## src/verilog/acl_pkg.sv

```systemverilog
// Shared constants and types for the serial link status, modem slot and FIFO level block.
// Assumes a 32-bit register port with byte offsets and a 20-bit slot frame of 12 data slots.
package acl_pkg;

    // Register byte offsets.
    localparam logic [7:0] ACL_OFS_CMD = 8'h20;
    localparam logic [7:0] ACL_OFS_STAT = 8'h24;
    localparam logic [7:0] ACL_OFS_MCTL = 8'h28;
    localparam logic [7:0] ACL_OFS_MSTAT = 8'h2C;
    localparam logic [7:0] ACL_OFS_FIFO = 8'h30;
    localparam logic [7:0] ACL_OFS_INT_STAT = 8'h40;
    localparam logic [7:0] ACL_OFS_INT_MASK = 8'h44;

    // Field positions.
    localparam int ACL_POS_MODEM_ENA = 20;
    localparam int ACL_MODEM_BITS = 20;
    localparam int ACL_POS_RX_FLUSH = 31;
    localparam int ACL_POS_TX_FLUSH = 30;
    localparam int ACL_TAG_READY = 15;
    localparam int ACL_TAG_FRAME = 15;
    localparam int ACL_TAG_SLOT1 = 14;
    localparam int ACL_TAG_SLOT2 = 13;
    localparam int ACL_TAG_SLOT12 = 3;
    localparam int ACL_S1_RW = 19;
    localparam int ACL_S1_IDX_LSB = 12;
    localparam int ACL_S2_DATA_LSB = 4;

    // Frame geometry.
    localparam logic [3:0] ACL_LAST_SLOT = 4'hC;
    localparam logic [4:0] ACL_TAG_TOP = 5'h0F;
    localparam logic [4:0] ACL_SLOT_TOP = 5'h13;

    // Interrupt status bits.
    localparam int ACL_INT_BITS = 3;
    localparam int ACL_INT_MODEM = 0;
    localparam int ACL_INT_READBACK = 1;
    localparam int ACL_INT_READY = 2;

    // Values after reset.
    localparam logic [7:0] ACL_RX_LEVEL_RST = 8'h00;
    localparam logic [7:0] ACL_TX_FREE_RST = 8'h80;

    typedef struct packed {
        logic [5:0] rsvd;
        logic pdown;
        logic en;
        logic [15:0] wdata;
        logic rw;
        logic [6:0] index;
    } acl_cmd_t;

    typedef struct packed {
        logic [6:0] rsvd;
        logic ready;
        logic valid;
        logic [6:0] index;
        logic [15:0] data;
    } acl_stat_t;

endpackage

```

## src/verilog/acl_link_status.sv

```systemverilog
// Status, modem slot and FIFO level logic of a serial audio link controller.
// Assumes bit_clk and sdata_in come from the codec, and the FIFO levels come from core_clk logic.
`timescale 1ns/1ps

module acl_link_status
    import acl_pkg::*;
(
    // Clock and reset.
    input wire logic core_clk,
    input wire logic rst,
    // Register port.
    input wire logic [7:0] reg_addr,
    input wire logic [31:0] reg_wdata,
    input wire logic reg_wr,
    input wire logic reg_rd,
    output logic [31:0] reg_rdata,
    // Serial link.
    input wire logic bit_clk,
    input wire logic sdata_in,
    output logic sync,
    output logic sdata_out,
    // FIFO side.
    input wire logic [7:0] rx_level,
    input wire logic [7:0] tx_free,
    output logic rx_flush,
    output logic tx_flush,
    // Interrupt.
    output logic irq
);

    function automatic logic hit(input logic [7:0] addr, input logic [7:0] ofs);
        hit = (addr == ofs);
    endfunction

    // Pin synchronisers.
    // The third bit clock stage only serves edge detection; nothing but the second stage reads the first.
    // The bit clock must stay below a quarter of core_clk, or neighbouring edges would merge.
    logic bclk_s1_r, bclk_s2_r, bclk_s3_r, sdin_s1_r, sdin_s2_r;
    always_ff @(posedge core_clk) begin
        bclk_s1_r <= bit_clk;
        bclk_s2_r <= bclk_s1_r;
        bclk_s3_r <= bclk_s2_r;
        sdin_s1_r <= sdata_in;
        sdin_s2_r <= sdin_s1_r;
    end
    wire rise_e = bclk_s2_r & ~bclk_s3_r;
    wire fall_e = ~bclk_s2_r & bclk_s3_r;

    // Register state.
    acl_cmd_t cmd_r;
    acl_stat_t stat_r;
    logic modem_ena_r;
    logic [ACL_MODEM_BITS-1:0] modem_ctl_r, modem_stat_r;
    logic [7:0] rx_level_r, tx_free_r;
    logic [ACL_INT_BITS-1:0] int_stat_r, int_mask_r;
    logic [31:0] rdata_r;
    logic rx_flush_r, tx_flush_r, irq_r;

    // Frame position and per-frame flags.
    logic [3:0] slot_r, rx_slot_r;
    logic [4:0] bit_r, rx_bit_r;
    logic frame_cmd_r, frame_rw_r, frame_modem_r;
    logic sync_r, sdout_r;
    logic [18:0] rx_shift_r;
    logic [15:0] tag_r;

    // Bus decode.
    wire wr_cmd = reg_wr & hit(reg_addr, ACL_OFS_CMD);
    wire wr_mctl = reg_wr & hit(reg_addr, ACL_OFS_MCTL);
    wire wr_fifo = reg_wr & hit(reg_addr, ACL_OFS_FIFO);
    wire wr_istat = reg_wr & hit(reg_addr, ACL_OFS_INT_STAT);
    wire wr_imask = reg_wr & hit(reg_addr, ACL_OFS_INT_MASK);
    wire acl_cmd_t cmd_w = acl_cmd_t'(reg_wdata);
    wire read_req = wr_cmd & cmd_w.en & cmd_w.rw;

    // Transmit sequencing.
    wire last_bit = (bit_r == 5'h00);
    wire frame_end = rise_e & last_bit & (slot_r == ACL_LAST_SLOT);
    wire cmd_en_nxt = (wr_cmd & cmd_w.en) ? 1'b1 : ((frame_end & frame_cmd_r) ? 1'b0 : cmd_r.en);
    wire modem_ena_nxt = (wr_mctl & reg_wdata[ACL_POS_MODEM_ENA]) ? 1'b1
                       : ((frame_end & frame_modem_r) ? 1'b0 : modem_ena_r);
    wire [15:0] out_tag = {frame_cmd_r | frame_modem_r, frame_cmd_r, frame_cmd_r & ~frame_rw_r, 9'h000,
                           frame_modem_r, 3'h0};
    wire [19:0] s1_word = {cmd_r.rw, cmd_r.index, 12'h000};
    wire [19:0] s2_word = {cmd_r.wdata, 4'h0};
    wire [19:0] cur_word = (slot_r == 4'h0) ? {4'h0, out_tag}
                         : (slot_r == 4'h1 && frame_cmd_r) ? s1_word
                         : (slot_r == 4'h2 && frame_cmd_r && !frame_rw_r) ? s2_word
                         : (slot_r == ACL_LAST_SLOT && frame_modem_r) ? modem_ctl_r
                         : 20'h00000;
    wire out_bit = cur_word[bit_r];

    always_ff @(posedge core_clk) begin
        if (rst) begin
            slot_r <= 4'h0;
            bit_r <= ACL_TAG_TOP;
            rx_slot_r <= 4'h0;
            rx_bit_r <= ACL_TAG_TOP;
            sync_r <= 1'b0;
            sdout_r <= 1'b0;
        end else if (rise_e) begin
            sync_r <= (slot_r == 4'h0);
            sdout_r <= out_bit;
            rx_slot_r <= slot_r;
            rx_bit_r <= bit_r;
            bit_r <= !last_bit ? bit_r - 5'h01 : ACL_SLOT_TOP;
            if (last_bit) begin
                slot_r <= (slot_r == ACL_LAST_SLOT) ? 4'h0 : slot_r + 4'h1;
                if (slot_r == ACL_LAST_SLOT) begin
                    bit_r <= ACL_TAG_TOP;
                end
            end
        end
    end

    // A frame takes its flags when it starts; later writes wait for the following frame, but one whose kind is in flight alters its unsent slots and is lost.
    // A command written in the very cycle that closes a frame brings its own direction into the
    // next tag, since otherwise the tag and slot 1 would disagree about read or write.
    wire rw_nxt = wr_cmd ? cmd_w.rw : cmd_r.rw;
    always_ff @(posedge core_clk) begin
        if (rst) begin
            frame_cmd_r <= 1'b0;
            frame_rw_r <= 1'b0;
            frame_modem_r <= 1'b0;
        end else if (frame_end) begin
            frame_cmd_r <= cmd_en_nxt;
            frame_rw_r <= rw_nxt;
            frame_modem_r <= modem_ena_nxt;
        end
    end

    // Receive side, sampled on the falling bit clock edge.
    wire [19:0] rx_word = {rx_shift_r, sdin_s2_r};
    wire rx_end = fall_e & (rx_bit_r == 5'h00);
    wire tag_end = rx_end & (rx_slot_r == 4'h0);
    wire idx_load = rx_end & (rx_slot_r == 4'h1) & tag_r[ACL_TAG_SLOT1];
    wire rb_load = rx_end & (rx_slot_r == 4'h2) & tag_r[ACL_TAG_SLOT1] & tag_r[ACL_TAG_SLOT2];
    wire modem_load = rx_end & (rx_slot_r == ACL_LAST_SLOT) & tag_r[ACL_TAG_SLOT12];
    wire ready_rise = tag_end & rx_word[ACL_TAG_READY] & ~stat_r.ready;

    always_ff @(posedge core_clk) begin
        if (rst) begin
            rx_shift_r <= 19'h00000;
            tag_r <= 16'h0000;
        end else if (fall_e) begin
            rx_shift_r <= rx_word[18:0];
            if (tag_end) begin
                tag_r <= rx_word[15:0];
            end
        end
    end

    // A new read request beats returning data for the old one, since that data is stale.
    always_ff @(posedge core_clk) begin
        if (rst) begin
            stat_r <= '0;
        end else begin
            if (tag_end) begin
                stat_r.ready <= rx_word[ACL_TAG_READY];
            end
            if (idx_load) begin
                stat_r.index <= rx_word[ACL_S1_IDX_LSB +: 7];
            end
            if (rb_load) begin
                stat_r.data <= rx_word[ACL_S2_DATA_LSB +: 16];
            end
            if (read_req) begin
                stat_r.valid <= 1'b0;
            end else if (rb_load) begin
                stat_r.valid <= 1'b1;
            end
        end
    end

    always_ff @(posedge core_clk) begin
        if (rst) begin
            modem_stat_r <= 20'h00000;
        end else if (modem_load) begin
            modem_stat_r <= rx_word;
        end
    end

    // Software registers.
    always_ff @(posedge core_clk) begin
        if (rst) begin
            cmd_r <= '0;
            modem_ena_r <= 1'b0;
            modem_ctl_r <= 20'h00000;
            int_mask_r <= '0;
        end else begin
            cmd_r.en <= cmd_en_nxt;
            modem_ena_r <= modem_ena_nxt;
            if (wr_cmd) begin
                cmd_r.pdown <= cmd_w.pdown;
                cmd_r.wdata <= cmd_w.wdata;
                cmd_r.rw <= cmd_w.rw;
                cmd_r.index <= cmd_w.index;
            end
            if (wr_mctl) begin
                modem_ctl_r <= reg_wdata[ACL_MODEM_BITS-1:0];
            end
            if (wr_imask) begin
                int_mask_r <= reg_wdata[ACL_INT_BITS-1:0];
            end
        end
    end

    // Interrupt status: an event in the clearing cycle still sets its bit.
    wire [ACL_INT_BITS-1:0] int_ev = {ready_rise, rb_load & ~read_req, modem_load};
    wire [ACL_INT_BITS-1:0] int_clr = wr_istat ? reg_wdata[ACL_INT_BITS-1:0] : '0;
    always_ff @(posedge core_clk) begin
        if (rst) begin
            int_stat_r <= '0;
            irq_r <= 1'b0;
        end else begin
            int_stat_r <= (int_stat_r & ~int_clr) | int_ev;
            irq_r <= |(int_stat_r & int_mask_r);
        end
    end

    // FIFO levels and purge pulses.
    always_ff @(posedge core_clk) begin
        if (rst) begin
            rx_level_r <= ACL_RX_LEVEL_RST;
            tx_free_r <= ACL_TX_FREE_RST;
            rx_flush_r <= 1'b0;
            tx_flush_r <= 1'b0;
        end else begin
            rx_level_r <= rx_level;
            tx_free_r <= tx_free;
            rx_flush_r <= wr_fifo & reg_wdata[ACL_POS_RX_FLUSH];
            tx_flush_r <= wr_fifo & reg_wdata[ACL_POS_TX_FLUSH];
        end
    end

    // Read data; the purge bits are write-only and always read as zero.
    wire [31:0] rd_mux = hit(reg_addr, ACL_OFS_CMD) ? 32'(cmd_r)
                       : hit(reg_addr, ACL_OFS_STAT) ? 32'(stat_r)
                       : hit(reg_addr, ACL_OFS_MCTL) ? {11'h000, modem_ena_r, modem_ctl_r}
                       : hit(reg_addr, ACL_OFS_MSTAT) ? {12'h000, modem_stat_r}
                       : hit(reg_addr, ACL_OFS_FIFO) ? {16'h0000, rx_level_r, tx_free_r}
                       : hit(reg_addr, ACL_OFS_INT_STAT) ? {29'h0, int_stat_r}
                       : hit(reg_addr, ACL_OFS_INT_MASK) ? {29'h0, int_mask_r}
                       : 32'h00000000;
    always_ff @(posedge core_clk) begin
        if (rst) begin
            rdata_r <= 32'h00000000;
        end else if (reg_rd) begin
            rdata_r <= rd_mux;
        end else begin
            rdata_r <= 32'h00000000;
        end
    end

    assign reg_rdata = rdata_r;
    assign sync = sync_r;
    assign sdata_out = sdout_r;
    assign rx_flush = rx_flush_r;
    assign tx_flush = tx_flush_r;
    assign irq = irq_r;
endmodule

```

## config.mk

```make
export PLATFORM = sky130hd
export DESIGN_NAME = acl_link_status
export DESIGN_NICKNAME = d
export VERILOG_FILES = /design/src/verilog/acl_pkg.sv /design/src/verilog/acl_link_status.sv
export SDC_FILE = /design/constraint.sdc
export NUM_CORES = 1
export LEC_CHECK = 0
export BUFFER_PORTS_ARGS = -buffer_cell sky130_fd_sc_hd__buf_2
export CORE_MARGIN = 4
export CORE_UTILIZATION = 37
export DETAILED_ROUTE_END_ITERATION = 7
export PLACE_DENSITY = 0.52
export SETUP_SLACK_MARGIN = 0.2
export SLEW_MARGIN = 20
export SYNTH_ARGS = -nofsm -noshare
export SYNTH_HDL_FRONTEND = slang
export SYNTH_SLANG_ARGS = --single-unit
export TNS_END_PERCENT = 100
```

## constraint.sdc

```tcl
create_clock -name core_clk -period 2.6 [get_ports core_clk]
set_input_delay 0.26 -clock core_clk [delete_from_list [all_inputs] [get_ports core_clk]]
set_output_delay 0.26 -clock core_clk [all_outputs]
set_load 0.1 [all_outputs]
```

# [Yosys cells after proc, flatten, opt, wreduce, memory -nomap -nowiden]
# Cells that the tools add are included.
# W data, S select, Z words.
[word_totals] register_bits=211 input_bits=62 out_inout_bits=37 wordCells=131
[classes] addsub=2 n_reduce_logical=15 bitwise_logic=40 n_lt_le_gt_ge=1 eq_ne=13 n_mux=23
[ops] operator="$mux W20" n=5
[ops] operator="$eq A8 B6 Y1 const B" n=5
[ops] operator="$and A1 B1 Y1" n=29
[ops] operator="$mux W26" n=1
[ops] operator="$mux W25" n=1
[ops] operator="$mux W21" n=1
[ops] operator="$eq A8 B7 Y1 const B" n=2
[ops] operator="$mux W16" n=1
[ops] operator="$mux W5" n=3
[ops] operator="$logic_not A5 Y1" n=2
[ops] operator="$mux W3" n=3
[ops] operator="$eq A4 B1 Y1 const B" n=2
[ops] operator="$eq A4 B2 Y1 const B" n=2
[ops] operator="$eq A4 B4 Y1 const B" n=2
[ops] operator="$logic_not A4 Y1" n=2
[ops] operator="$reduce_or A8 Y1" n=1
[ops] operator="$and A3 B3 Y3" n=2
[ops] operator="$lt A5 B6 Y1 const B" n=1
[ops] operator="$mux W1" n=6
[ops] operator="$not A1 Y1" n=6
[ops] operator="$bmux W1 S5" n=1
[ops] operator="$sub A5 B1 Y5 const B" n=1
[ops] operator="$add A4 B1 Y4 const B" n=1
[ops] operator="$logic_and A1 B1 Y1" n=4
[ops] operator="other kinds (8)" n=10

# [Logic depth before layout (Yosys ltp)]
# Gate-level depths: netlist (run 1).
[logic_depth] depth_word=8 depth_mapped=10 mapped_depth_nobuf=8

# [Worst setup path before layout (run 1)]
# OpenSTA, ideal clock, no wires.
[synth_timing] kind="flip-flop to flip-flop" from="register slot_r[0]" to="register sdout_r (netlist: sdata_out)" path_slack_ns=0.604 required_ns=2.481 period_less_slack_ns=1.996 stages_incl_launch_ff=10 path_buffers=1 setup_time_ns=0.119 arrival_ns=1.876 path_cell_list="dfxtp_1 inv_1 ha_1 and3b_1 buf_2 and3_1 a2111oi_0 a311oi_1 a211oi_1 o21ai_1"
[synth_via] elab_chain_len=8 elab_cells_between_ends=14 cone_classes="eq/ne (3); mux (6); reduce/logical (5)"
[synth_lines] item="from (decl)" line_no="acl_link_status.sv:60" rtl="logic [3:0] slot_r, rx_slot_r;"
[synth_lines] item="from (signal assigned)" line_no="acl_link_status.sv:108" rtl="slot_r <= (slot_r == ACL_LAST_SLOT) ? 4'h0 : slot_r + 4'h1;"
[synth_lines] item="$eq A4 B4 Y1 or $eq A4 B2 Y1 (tied branches)" line_no="acl_link_status.sv:89, acl_link_status.sv:88"
[synth_lines] item="$logic_and A1 B1 Y1 (on tied branches)" line_no="acl_link_status.sv:89, acl_link_status.sv:88"
[synth_lines] item="$mux W20 or $logic_and A1 B1 Y1 (tied branches)" line_no="acl_link_status.sv:89, acl_link_status.sv:88"
[synth_lines] item="$mux W20" line_no="acl_link_status.sv:88" rtl=": (slot_r == 4'h2 && frame_cmd_r && !frame_rw_r) ? s2_word"
[synth_lines] item="$mux W20" line_no="acl_link_status.sv:87" rtl=": (slot_r == 4'h1 && frame_cmd_r) ? s1_word"
[synth_lines] item="$mux W20 *" line_no="acl_link_status.sv:86" rtl="wire [19:0] cur_word = (slot_r == 4'h0) ? {4'h0, out_tag}"
[synth_lines] item="$bmux W1 S5 *" line_no="acl_link_status.sv:91" rtl="wire out_bit = cur_word[bit_r];"
[synth_lines] item="$mux W1 (not written as such) *" line_no="acl_link_status.sv:91"
[synth_lines] item="to (signal assigned)" line_no="acl_link_status.sv:103" rtl="sdout_r <= out_bit;"
[synth_lines] item="to (decl)" line_no="acl_link_status.sv:63" rtl="logic sync_r, sdout_r;"
# Every way passes the cells marked *; elsewhere a longest branch is shown, timed or not. The select of a mux whose other input is x is not followed.
# A chain may end at the register's enable or synchronous reset.

# [Worst setup path in the final report (run 1)]
# Ends and elaborated chain as after synthesis.

==> results of run 1 <==
-- cells in the final DEF, fill, tap and decap left out, types with 3 or more instances in the layout --
cell                            netlist  routed
sky130_fd_sc_hd__a31oi_1              3       3
sky130_fd_sc_hd__buf_12               0       3
sky130_fd_sc_hd__a222oi_1            19      19
sky130_fd_sc_hd__nand2b_1             6       6
sky130_fd_sc_hd__conb_1               1       6
sky130_fd_sc_hd__nand2_1            238     238
sky130_fd_sc_hd__a22oi_1             22      22
sky130_fd_sc_hd__buf_2               15      87
sky130_fd_sc_hd__or2_2                5       5
sky130_fd_sc_hd__a221o_1              3       3
sky130_fd_sc_hd__and3_1               3       3
sky130_fd_sc_hd__nand4_1              4       4
sky130_fd_sc_hd__inv_1                6       6
sky130_fd_sc_hd__inv_6                0       4
sky130_fd_sc_hd__a21oi_1            134     134
sky130_fd_sc_hd__buf_4               12      25
sky130_fd_sc_hd__nor2_1              49      49
sky130_fd_sc_hd__and4_1               4       4
sky130_fd_sc_hd__nor2b_1             20      20
sky130_fd_sc_hd__o21ai_0              8       8
sky130_fd_sc_hd__nor3_1               7       7
sky130_fd_sc_hd__o21a_1               4       4
sky130_fd_sc_hd__a211oi_1             8       8
sky130_fd_sc_hd__nor3b_1              4       4
sky130_fd_sc_hd__mux4_2               3       3
sky130_fd_sc_hd__clkbuf_16            0      17
sky130_fd_sc_hd__mux2i_1             23      23
sky130_fd_sc_hd__xor2_1               3       3
sky130_fd_sc_hd__dfxtp_1            193     193
sky130_fd_sc_hd__dlygate4sd3_1        0       3
sky130_fd_sc_hd__ha_1                 6       6
sky130_fd_sc_hd__and2_1               6       6
sky130_fd_sc_hd__o22ai_1              3       3
sky130_fd_sc_hd__clkinvlp_4           0       4
sky130_fd_sc_hd__nand3_1              8       8
-- metrics by stage --
step | util | area [µm²]
3_5_place_dp | 0.415 | 8480
3_3_place_gp | 0.415 | 8480
2_1_floorplan | - | 7780
6_report | 0.446 | 9110
4_1_cts | 0.446 | 9110
5_1_grt | 0.446 | 9110
-- final timing paths --
kind,start,end,slack [ns],cells past startpoint
max,slot_r[0],sdata_out,0.36,8
min,rx_level[3],rx_level_r[3],0.03,2
max reg2reg,slot_r[0],sdata_out,0.36,8
min reg2reg,sdin_s1_r,sdin_s2_r,0.33,0
-- sequential cells by signal, summed over array words and instances (netlist names), 4 cells and up --
register      cells
rx_level_r        8
modem_stat_r     20
rx_shift_r       19
tx_free_r         8
rx_slot_r         4
rx_bit_r          5
reg_rdata        26
bit_r             5
stat_r           25
slot_r            4
modem_ctl_r      20
cmd_r            26
-- logic make-up (layout without fill, tap and decap cells) --
group / count (synthesis) / after routing / share of synthesized area
other cells: 1 / 7 / 0.000483
simple gates: 378 / 378 / 0.221
fa+ha+maj: 6 / 6 / 0.00967
compound gates: 223 / 223 / 0.178
flops: 193 / 193 / 0.498
buf+inv: 76 / 156 / 0.0459
mux: 28 / 28 / 0.0412
xor+xnor: 5 / 5 / 0.00564
-- per-layer routing --
layer / routed length, µm / vias to the layer above
li1: - / 3291
met3: 1420 / 27
met2: 10800 / 207
met1: 11400 / 3213
met4: 375 / 0
met5: 0 / -
-- layout make-up --
type	count	area, µm²
flip-flops and latches	193	3860
multi-input cells	646	3570
well taps	270	338
clock inverters	12	145
clock buffers	20	457
fillers	2109	11300
repair buffers	118	713
inverters	6	22.5
diodes	1	2.50
-- where the power goes --
group | internal, mW | total, mW | switching (mW)
clock | 1.49 | 2.68 | 1.19
sequential | 2.98 | 2.99 | 0.0148
combinational | 0.0863 | 0.285 | 0.198
-- repair_timing --
action                     CTS  global route
hold endpoints to repair     3             0
hold buffers                 3             0
gates resized for setup      0             2
buffers inserted             0             0
setup endpoints to repair    0             1
-- critical path: stages, from the launching register on --
cell and delay (ns):
sky130_fd_sc_hd__dfxtp_1 0.46, sky130_fd_sc_hd__inv_1 0.10, sky130_fd_sc_hd__ha_1 0.23, sky130_fd_sc_hd__and3b_2 0.28, sky130_fd_sc_hd__and3_1 0.19, sky130_fd_sc_hd__a2111oi_1 0.41, sky130_fd_sc_hd__a311oi_1 0.09, sky130_fd_sc_hd__a211oi_1 0.28
sky130_fd_sc_hd__o21ai_1 0.08
==> reports/summary.txt, run 1 <==
ROUTING
--------------------------------------------------------------------------------------------------------
Antenna-violating nets left                                                                            0
Count of unresolved DRC violations after routing                                                       0
DR vias                                                                                             6738
Via-per-instance ratio                                                                              5.32
DRT iter0 DRCs                                                                                       477
WL/cell                                                                                          19.0 µm
Final wirelength                                                                                24000 µm
Router iterations before antenna repair                                                                6

TIMING
--------------------------------------------------------------------------------------------------------
Minimum setup slack in the final design                                                         0.361 ns
Count of final max-slew check failures                                                                 0
Worst Skew                                                                                    0.00879 ns
Fin Setup TNS                                                                                       0 ns
Final setup viols                                                                                      0
Tightest Pin Transition                                                                         0.710 ns
Highest achievable clock rate                                                                  0.447 GHz
Number of hold violations in the final report                                                          0
Slew HR                                                                                            0.527
Unrepaired setup endpoints after global routing                                                    false
Final cycle utilization of the critical path                                                       0.861
Final worst hold slack                                                                         0.0282 ns
Shortest period the worst path allows                                                            2.24 ns

FINISH
--------------------------------------------------------------------------------------------------------
Layout Area Growth over Synthesis                                                                  17.4%
Final cell count without fillers                                                                    1266
Layout net count                                                                                    1050
Share of layout cells above drive strength 1                                                       0.170

FLOORPLAN
--------------------------------------------------------------------------------------------------------
Io pins                                                                                               99
FP Rows                                                                                               52
Width of the chip                                                                                 153 µm
Die area                                                                                      0.0234 mm²
Die H                                                                                             153 µm
Starting density of the core                                                                       0.380
CORE AREA                                                                                     0.0204 mm²

LOGIC SYNTHESIS
--------------------------------------------------------------------------------------------------------
Commonest cells in the netlist                                                              sky130_fd_sc_hd__nand2_1 (238), sky130_fd_sc_hd__dfxtp_1 (193), sky130_fd_sc_hd__a21oi_1 (134), sky130_fd_sc_hd__nor2_1 (49), sky130_fd_sc_hd__clkbuf_1 (40)
Most area-hungry cell type in the Yosys netlist                                             sky130_fd_sc_hd__dfxtp_1
Cell types with the largest area share after synthesis                                      sky130_fd_sc_hd__dfxtp_1 (50%), sky130_fd_sc_hd__nand2_1 (12%), sky130_fd_sc_hd__a21oi_1 (8.6%)
Synthesized instance count                                                                           910
Proportion of synthesized flip-flops having asynchronous set or reset                                  0
Most frequent cell after synthesis                                                          sky130_fd_sc_hd__nand2_1
Primary flip-flop cell chosen by synthesis mapping                                          sky130_fd_sc_hd__dfxtp_1
Number of synthesis warnings                                                                           0
Register area share after synthesis                                                                0.498
Area of the mapped netlist                                                                   0.00776 mm²
Number of distinct library cell variants in the gate-level netlist after synthesis                    66
Post-Synthesis Mean Instance Area                                                               8.53 µm²
Post-synthesis sequential element count                                                              193
Number of enable-type register cells in the synthesized netlist                                        0
Top-area cell type share of the netlist area                                                       0.498

PLACE
--------------------------------------------------------------------------------------------------------
HPWL after detailed placement                                                                   17200 µm
Post-Place Cells                                                                                    1230
Routability congestion estimate                                                                    0.881
Pre-CTS WS                                                                                      0.321 ns
I/O Buffers                                                                                           88

CLOCKING
--------------------------------------------------------------------------------------------------------
Number of buffers between clock root and the deepest sink                                              2
Clock tree root buffer cell                                                                 sky130_fd_sc_hd__clkbuf_16
Post-CTS clock slew at the launch and capture registers of the worst setup and hold paths        0.07 ns
Clock tree from TritonCTS                                                                            yes
Total number of H-tree levels                                                                          4
TritonCTS Buffers                                                                                     17
Number of sinks handled by clock tree synthesis                                                      193
Clock insertion delay at the later pin of the skew report                                        0.43 ns

GLOBAL ROUTING
--------------------------------------------------------------------------------------------------------
Vias in the first global route                                                                      6412
Met1 Resource Use GR                                                                               0.295
Leftover overflow at the end of global routing                                                         0
Largest net degree at the start of global routing                                                    112
Met3 usage                                                                                        0.0418
Most Used Layer, Global Route                                                                       met2
Global-route wire length before repair                                                          37500 µm
GR met2 Demand/Resource                                                                            0.306
Number of antenna violations at the first check in global routing                                      0
Overall routing resource usage                                                                     0.203

WORST SETUP PATH
--------------------------------------------------------------------------------------------------------
Category of the most critical setup path                                                    register to register
Worst Path Required                                                                              2.92 ns
Maximum fanout along the worst path                                                                    7
Nature of the critical path endpoint                                                            register
CP arrival                                                                                       2.56 ns
Kind of launch point of the worst setup path                                                    register

JOB
--------------------------------------------------------------------------------------------------------
Max-capacitance violation count                                                                        0

PWR
--------------------------------------------------------------------------------------------------------
Pleak                                                                                            3.32 nW
Total Power                                                                                      5.96 mW
Peak supply drop                                                                                0.347 mV
Power Dens Cells                                                                              654 mW/mm²

RUN STATUS
--------------------------------------------------------------------------------------------------------
Status                                                                                      finished, final reports clean

MIN PATH
--------------------------------------------------------------------------------------------------------
Kind of path behind the tightest hold check                                                 primary input to register

(Power assumes the default switching activity.)
==> run 2, diff against run 1 <==
--- a/config.mk
+++ b/config.mk
@@ -9,6 +9,7 @@
 export CORE_MARGIN = 4
 export CORE_UTILIZATION = 37
 export DETAILED_ROUTE_END_ITERATION = 7
+export GPL_TIMING_DRIVEN = 0
 export PLACE_DENSITY = 0.52
 export SETUP_SLACK_MARGIN = 0.2
 export SLEW_MARGIN = 20
==> constraint.sdc (replaced) <==
create_clock -name core_clk -period 2.8 [get_ports core_clk]
set_input_delay 0.28 -clock core_clk [delete_from_list [all_inputs] [get_ports core_clk]]
set_output_delay 0.28 -clock core_clk [all_outputs]
set_load 0.1 [all_outputs]
==> run 2 against run 1 <==
- first-iteration DRC count increased by 47%
- largest power group unchanged
- via count up 3.5%
- sequential share of layout area shrank 0.43 points
==> reports/summary.txt, run 2 (synthesized netlist as in run 1, its figures left out) <==
TIMING
--------------------------------------------------------------------------------------------------------
Number of hold violations in the final report                                                          0   unchanged
Final worst hold slack                                                                         0.0399 ns   was 0.0282 ns
Tightest Pin Transition                                                                         0.869 ns   was 0.710 ns
Final cycle utilization of the critical path                                                       0.858   was 0.861
Worst Skew                                                                                     0.0142 ns   was 0.00879 ns
Final setup viols                                                                                      0   unchanged
Unrepaired setup endpoints after global routing                                                    false   unchanged
Count of final max-slew check failures                                                                 0   unchanged
Fin Setup TNS                                                                                       0 ns   unchanged
Shortest period the worst path allows                                                            2.40 ns   was 2.24 ns
Highest achievable clock rate                                                                  0.416 GHz   was 0.447 GHz
Slew HR                                                                                            0.413   was 0.527

WORST SETUP PATH
--------------------------------------------------------------------------------------------------------
R2r worst-path depth                                                                                   9   was 8
CP arrival                                                                                       2.78 ns   was 2.56 ns
Worst Path Required                                                                              3.17 ns   was 2.92 ns
Slack of the worst reg-to-reg path                                                               0.40 ns   was 0.36 ns
Kind of launch point of the worst setup path                                                    register   unchanged
Maximum fanout along the worst path                                                                    6   was 7
Largest stage delay on the critical path                                                         0.47 ns   was 0.46 ns
Category of the most critical setup path                                                    register to register   unchanged
Reg2reg end                                                                                    sdata_out   unchanged
Series of cell instances along the critical path                                            inv_1, ha_1, or3b_1, clkbuf_1, nand2_1, a311o_1, a311oi_1, a211oi_1, o21ai_1   was inv_1, ha_1, and3b_2, and3_1, a2111oi_1, a311oi_1, a211oi_1, o21ai_1
Launching point of the worst reg2reg path                                                      slot_r[0]   unchanged
Cell with the biggest individual delay on the critical path                                 sky130_fd_sc_hd__dfxtp_1   unchanged
Nature of the critical path endpoint                                                            register   unchanged

FLOORPLAN
--------------------------------------------------------------------------------------------------------
Io pins                                                                                               99   unchanged
Starting density of the core                                                                       0.380   unchanged
FP Rows                                                                                               52   unchanged
Die H                                                                                             153 µm   unchanged
CORE AREA                                                                                     0.0204 mm²   unchanged
Width of the chip                                                                                 153 µm   unchanged
Die area                                                                                      0.0234 mm²   unchanged

FINISH
--------------------------------------------------------------------------------------------------------
Number of antenna repair diodes                                                                        0   was 1
Layout net count                                                                                    1092   was 1050
Fillers                                                                                             2102   was 2109
Share of layout cells above drive strength 1                                                       0.165   was 0.170
Most common library cell in the layout ignoring fill and taps                               sky130_fd_sc_hd__nand2_1   unchanged
Area used by multi-input combinational logic                                                 0.00357 mm²   about the same
Layout Area Growth over Synthesis                                                                  18.6%   was 17.4%
Highest-count cells in the layout ignoring fill and taps                                    sky130_fd_sc_hd__nand2_1 (238), sky130_fd_sc_hd__dfxtp_1 (193), sky130_fd_sc_hd__a21oi_1 (134)   unchanged
Sequential standard cell area                                                                0.00386 mm²   unchanged

ROUTING
--------------------------------------------------------------------------------------------------------
WL/cell                                                                                          20.4 µm   was 19.0 µm
Antenna-violating nets left                                                                            0   unchanged
DR vias                                                                                             6973   was 6738
DRT iter0 DRCs                                                                                       699   was 477
Count of unresolved DRC violations after routing                                                       0   unchanged
Router iterations before antenna repair                                                                5   was 6
Final wirelength                                                                                26700 µm   was 24000 µm
Via-per-instance ratio                                                                              5.34   was 5.32

RUN STATUS
--------------------------------------------------------------------------------------------------------
Status                                                                                      finished, final reports clean   unchanged

CLOCKING
--------------------------------------------------------------------------------------------------------
Clock insertion delay at the later pin of the skew report                                        0.44 ns   was 0.43 ns
Total number of H-tree levels                                                                          4   unchanged
Clock tree from TritonCTS                                                                            yes   unchanged
Clock tree root buffer cell                                                                 sky130_fd_sc_hd__clkbuf_16   unchanged
Number of buffers between clock root and the deepest sink                                              2   unchanged
Number of buffers inserted by post-CTS setup repair                                                    0   unchanged
Post-CTS clock slew at the launch and capture registers of the worst setup and hold paths        0.07 ns   about the same
TritonCTS Buffers                                                                                     17   unchanged
Number of sinks handled by clock tree synthesis                                                      193   unchanged

GLOBAL ROUTING
--------------------------------------------------------------------------------------------------------
GR met2 Demand/Resource                                                                            0.358   was 0.306
Met1 Resource Use GR                                                                               0.322   was 0.295
Met3 usage                                                                                        0.0399   was 0.0418
Global-route wire length before repair                                                          40100 µm   was 37500 µm
Leftover overflow at the end of global routing                                                         0   unchanged
Most Used Layer, Global Route                                                                       met2   unchanged
Number of antenna violations at the first check in global routing                                      0   unchanged
Largest net degree at the start of global routing                                                     19   was 112
Vias in the first global route                                                                      6525   was 6412
Overall routing resource usage                                                                     0.225   was 0.203

MIN PATH
--------------------------------------------------------------------------------------------------------
Hold endpoint                                                                               tx_free_r[7]   was rx_level_r[3]
Worst hold path cell count                                                                             2   unchanged
Beginning of the worst hold path                                                              tx_free[7]   was rx_level[3]
Kind of path behind the tightest hold check                                                 primary input to register   unchanged

JOB
--------------------------------------------------------------------------------------------------------
Max-capacitance violation count                                                                        0   unchanged

PLACE
--------------------------------------------------------------------------------------------------------
Routability congestion estimate                                                                    0.893   was 0.881
I/O Buffers                                                                                           88   unchanged
HPWL after detailed placement                                                                   20300 µm   was 17200 µm

PWR
--------------------------------------------------------------------------------------------------------
Peak supply drop                                                                                0.358 mV   was 0.347 mV
Pleak                                                                                            3.39 nW   was 3.32 nW
Power Dens Cells                                                                              615 mW/mm²   was 654 mW/mm²

run 2: cell count changes in the layout (fill, tap and decap cells not counted), sizes merged:
cell         before  now
clkbuf           20   57
buf             115  118
inv              11   12
dlygate4sd3       3    2
diode             1    0
clkinvlp          4    1
bufinv            2    3
clkinv            1    5
run 2: power by group:
group | internal (mW) | switching (mW) | total (mW)
Combinational | 0.0820 | 0.204 | 0.286
Sequential | 2.77 | 0.0144 | 2.78
Clock | 1.43 | 1.16 | 2.60
run 2: metrics by stage:
stage	std cells	instance area [µm²]	utilization	setup WS (ns)	total power, mW
after floorplan	915	7780	-	0.804	3.00
after global placement	1273	8560	0.419	0.291	3.13
after detailed placement	1273	8560	0.419	0.284	3.13
after CTS	1307	9200	0.451	0.272	5.70
after global routing	1307	9210	0.451	0.229	5.83
final	1307	9210	0.451	0.397	5.66
run 2: worst max-delay path, delay by kind of cell (launching register included):
kind	cells	cell delay (ns)
AO/OA/AOI/OAI	4	0.91
adder cells (fa/ha/maj)	1	0.25
buffers and inverters	2	0.40
flip-flops	1	0.47
AND/OR/NAND/NOR	2	0.31
run 2: repair_timing:
| action | CTS | global route |
|---|---|---|
| hold endpoints to repair | 2 | 0 |
| gates resized for setup | 0 | 3 |
| endpoints found under the setup margin | 0 | 30 |
| hold buffers | 2 | 0 |
run 2: how the worst max path moves through the flow:
stage           startpoint             to  slack (ns)  cells past startpoint
3_3_place_gp   reg_addr[7]  reg_rdata[14]        0.29                      6
6_report         slot_r[0]      sdata_out        0.40                      9
5_1_grt          bclk_s3_r     stat_r[13]        0.23                      7
4_1_cts          bclk_s3_r     stat_r[11]        0.27                      7
2_1_floorplan    slot_r[0]      sdata_out        0.80                      9
3_5_place_dp   reg_addr[7]  reg_rdata[14]        0.28                      6
run 2: cell type report:
cell class,instances,area share
Timing Repair Buffer,90,0.0500
Multi-Input combinational cell,646,0.387
Sequential cell,193,0.420
Buffer,70,0.0364
Clock inverter,15,0.0213
Clock buffer,17,0.0462
Tap cell,270,0.0367
Inverter,6,0.00245
run 2: per-layer routing:
metal | part of all wire | vias to the layer above | wire length [µm]
met5 | 0 | - | 0
met4 | 0.012 | 0 | 325
met3 | 0.061 | 21 | 1640
met2 | 0.47 | 210 | 12500
met1 | 0.46 | 3365 | 12200
li1 | - | 3377 | -
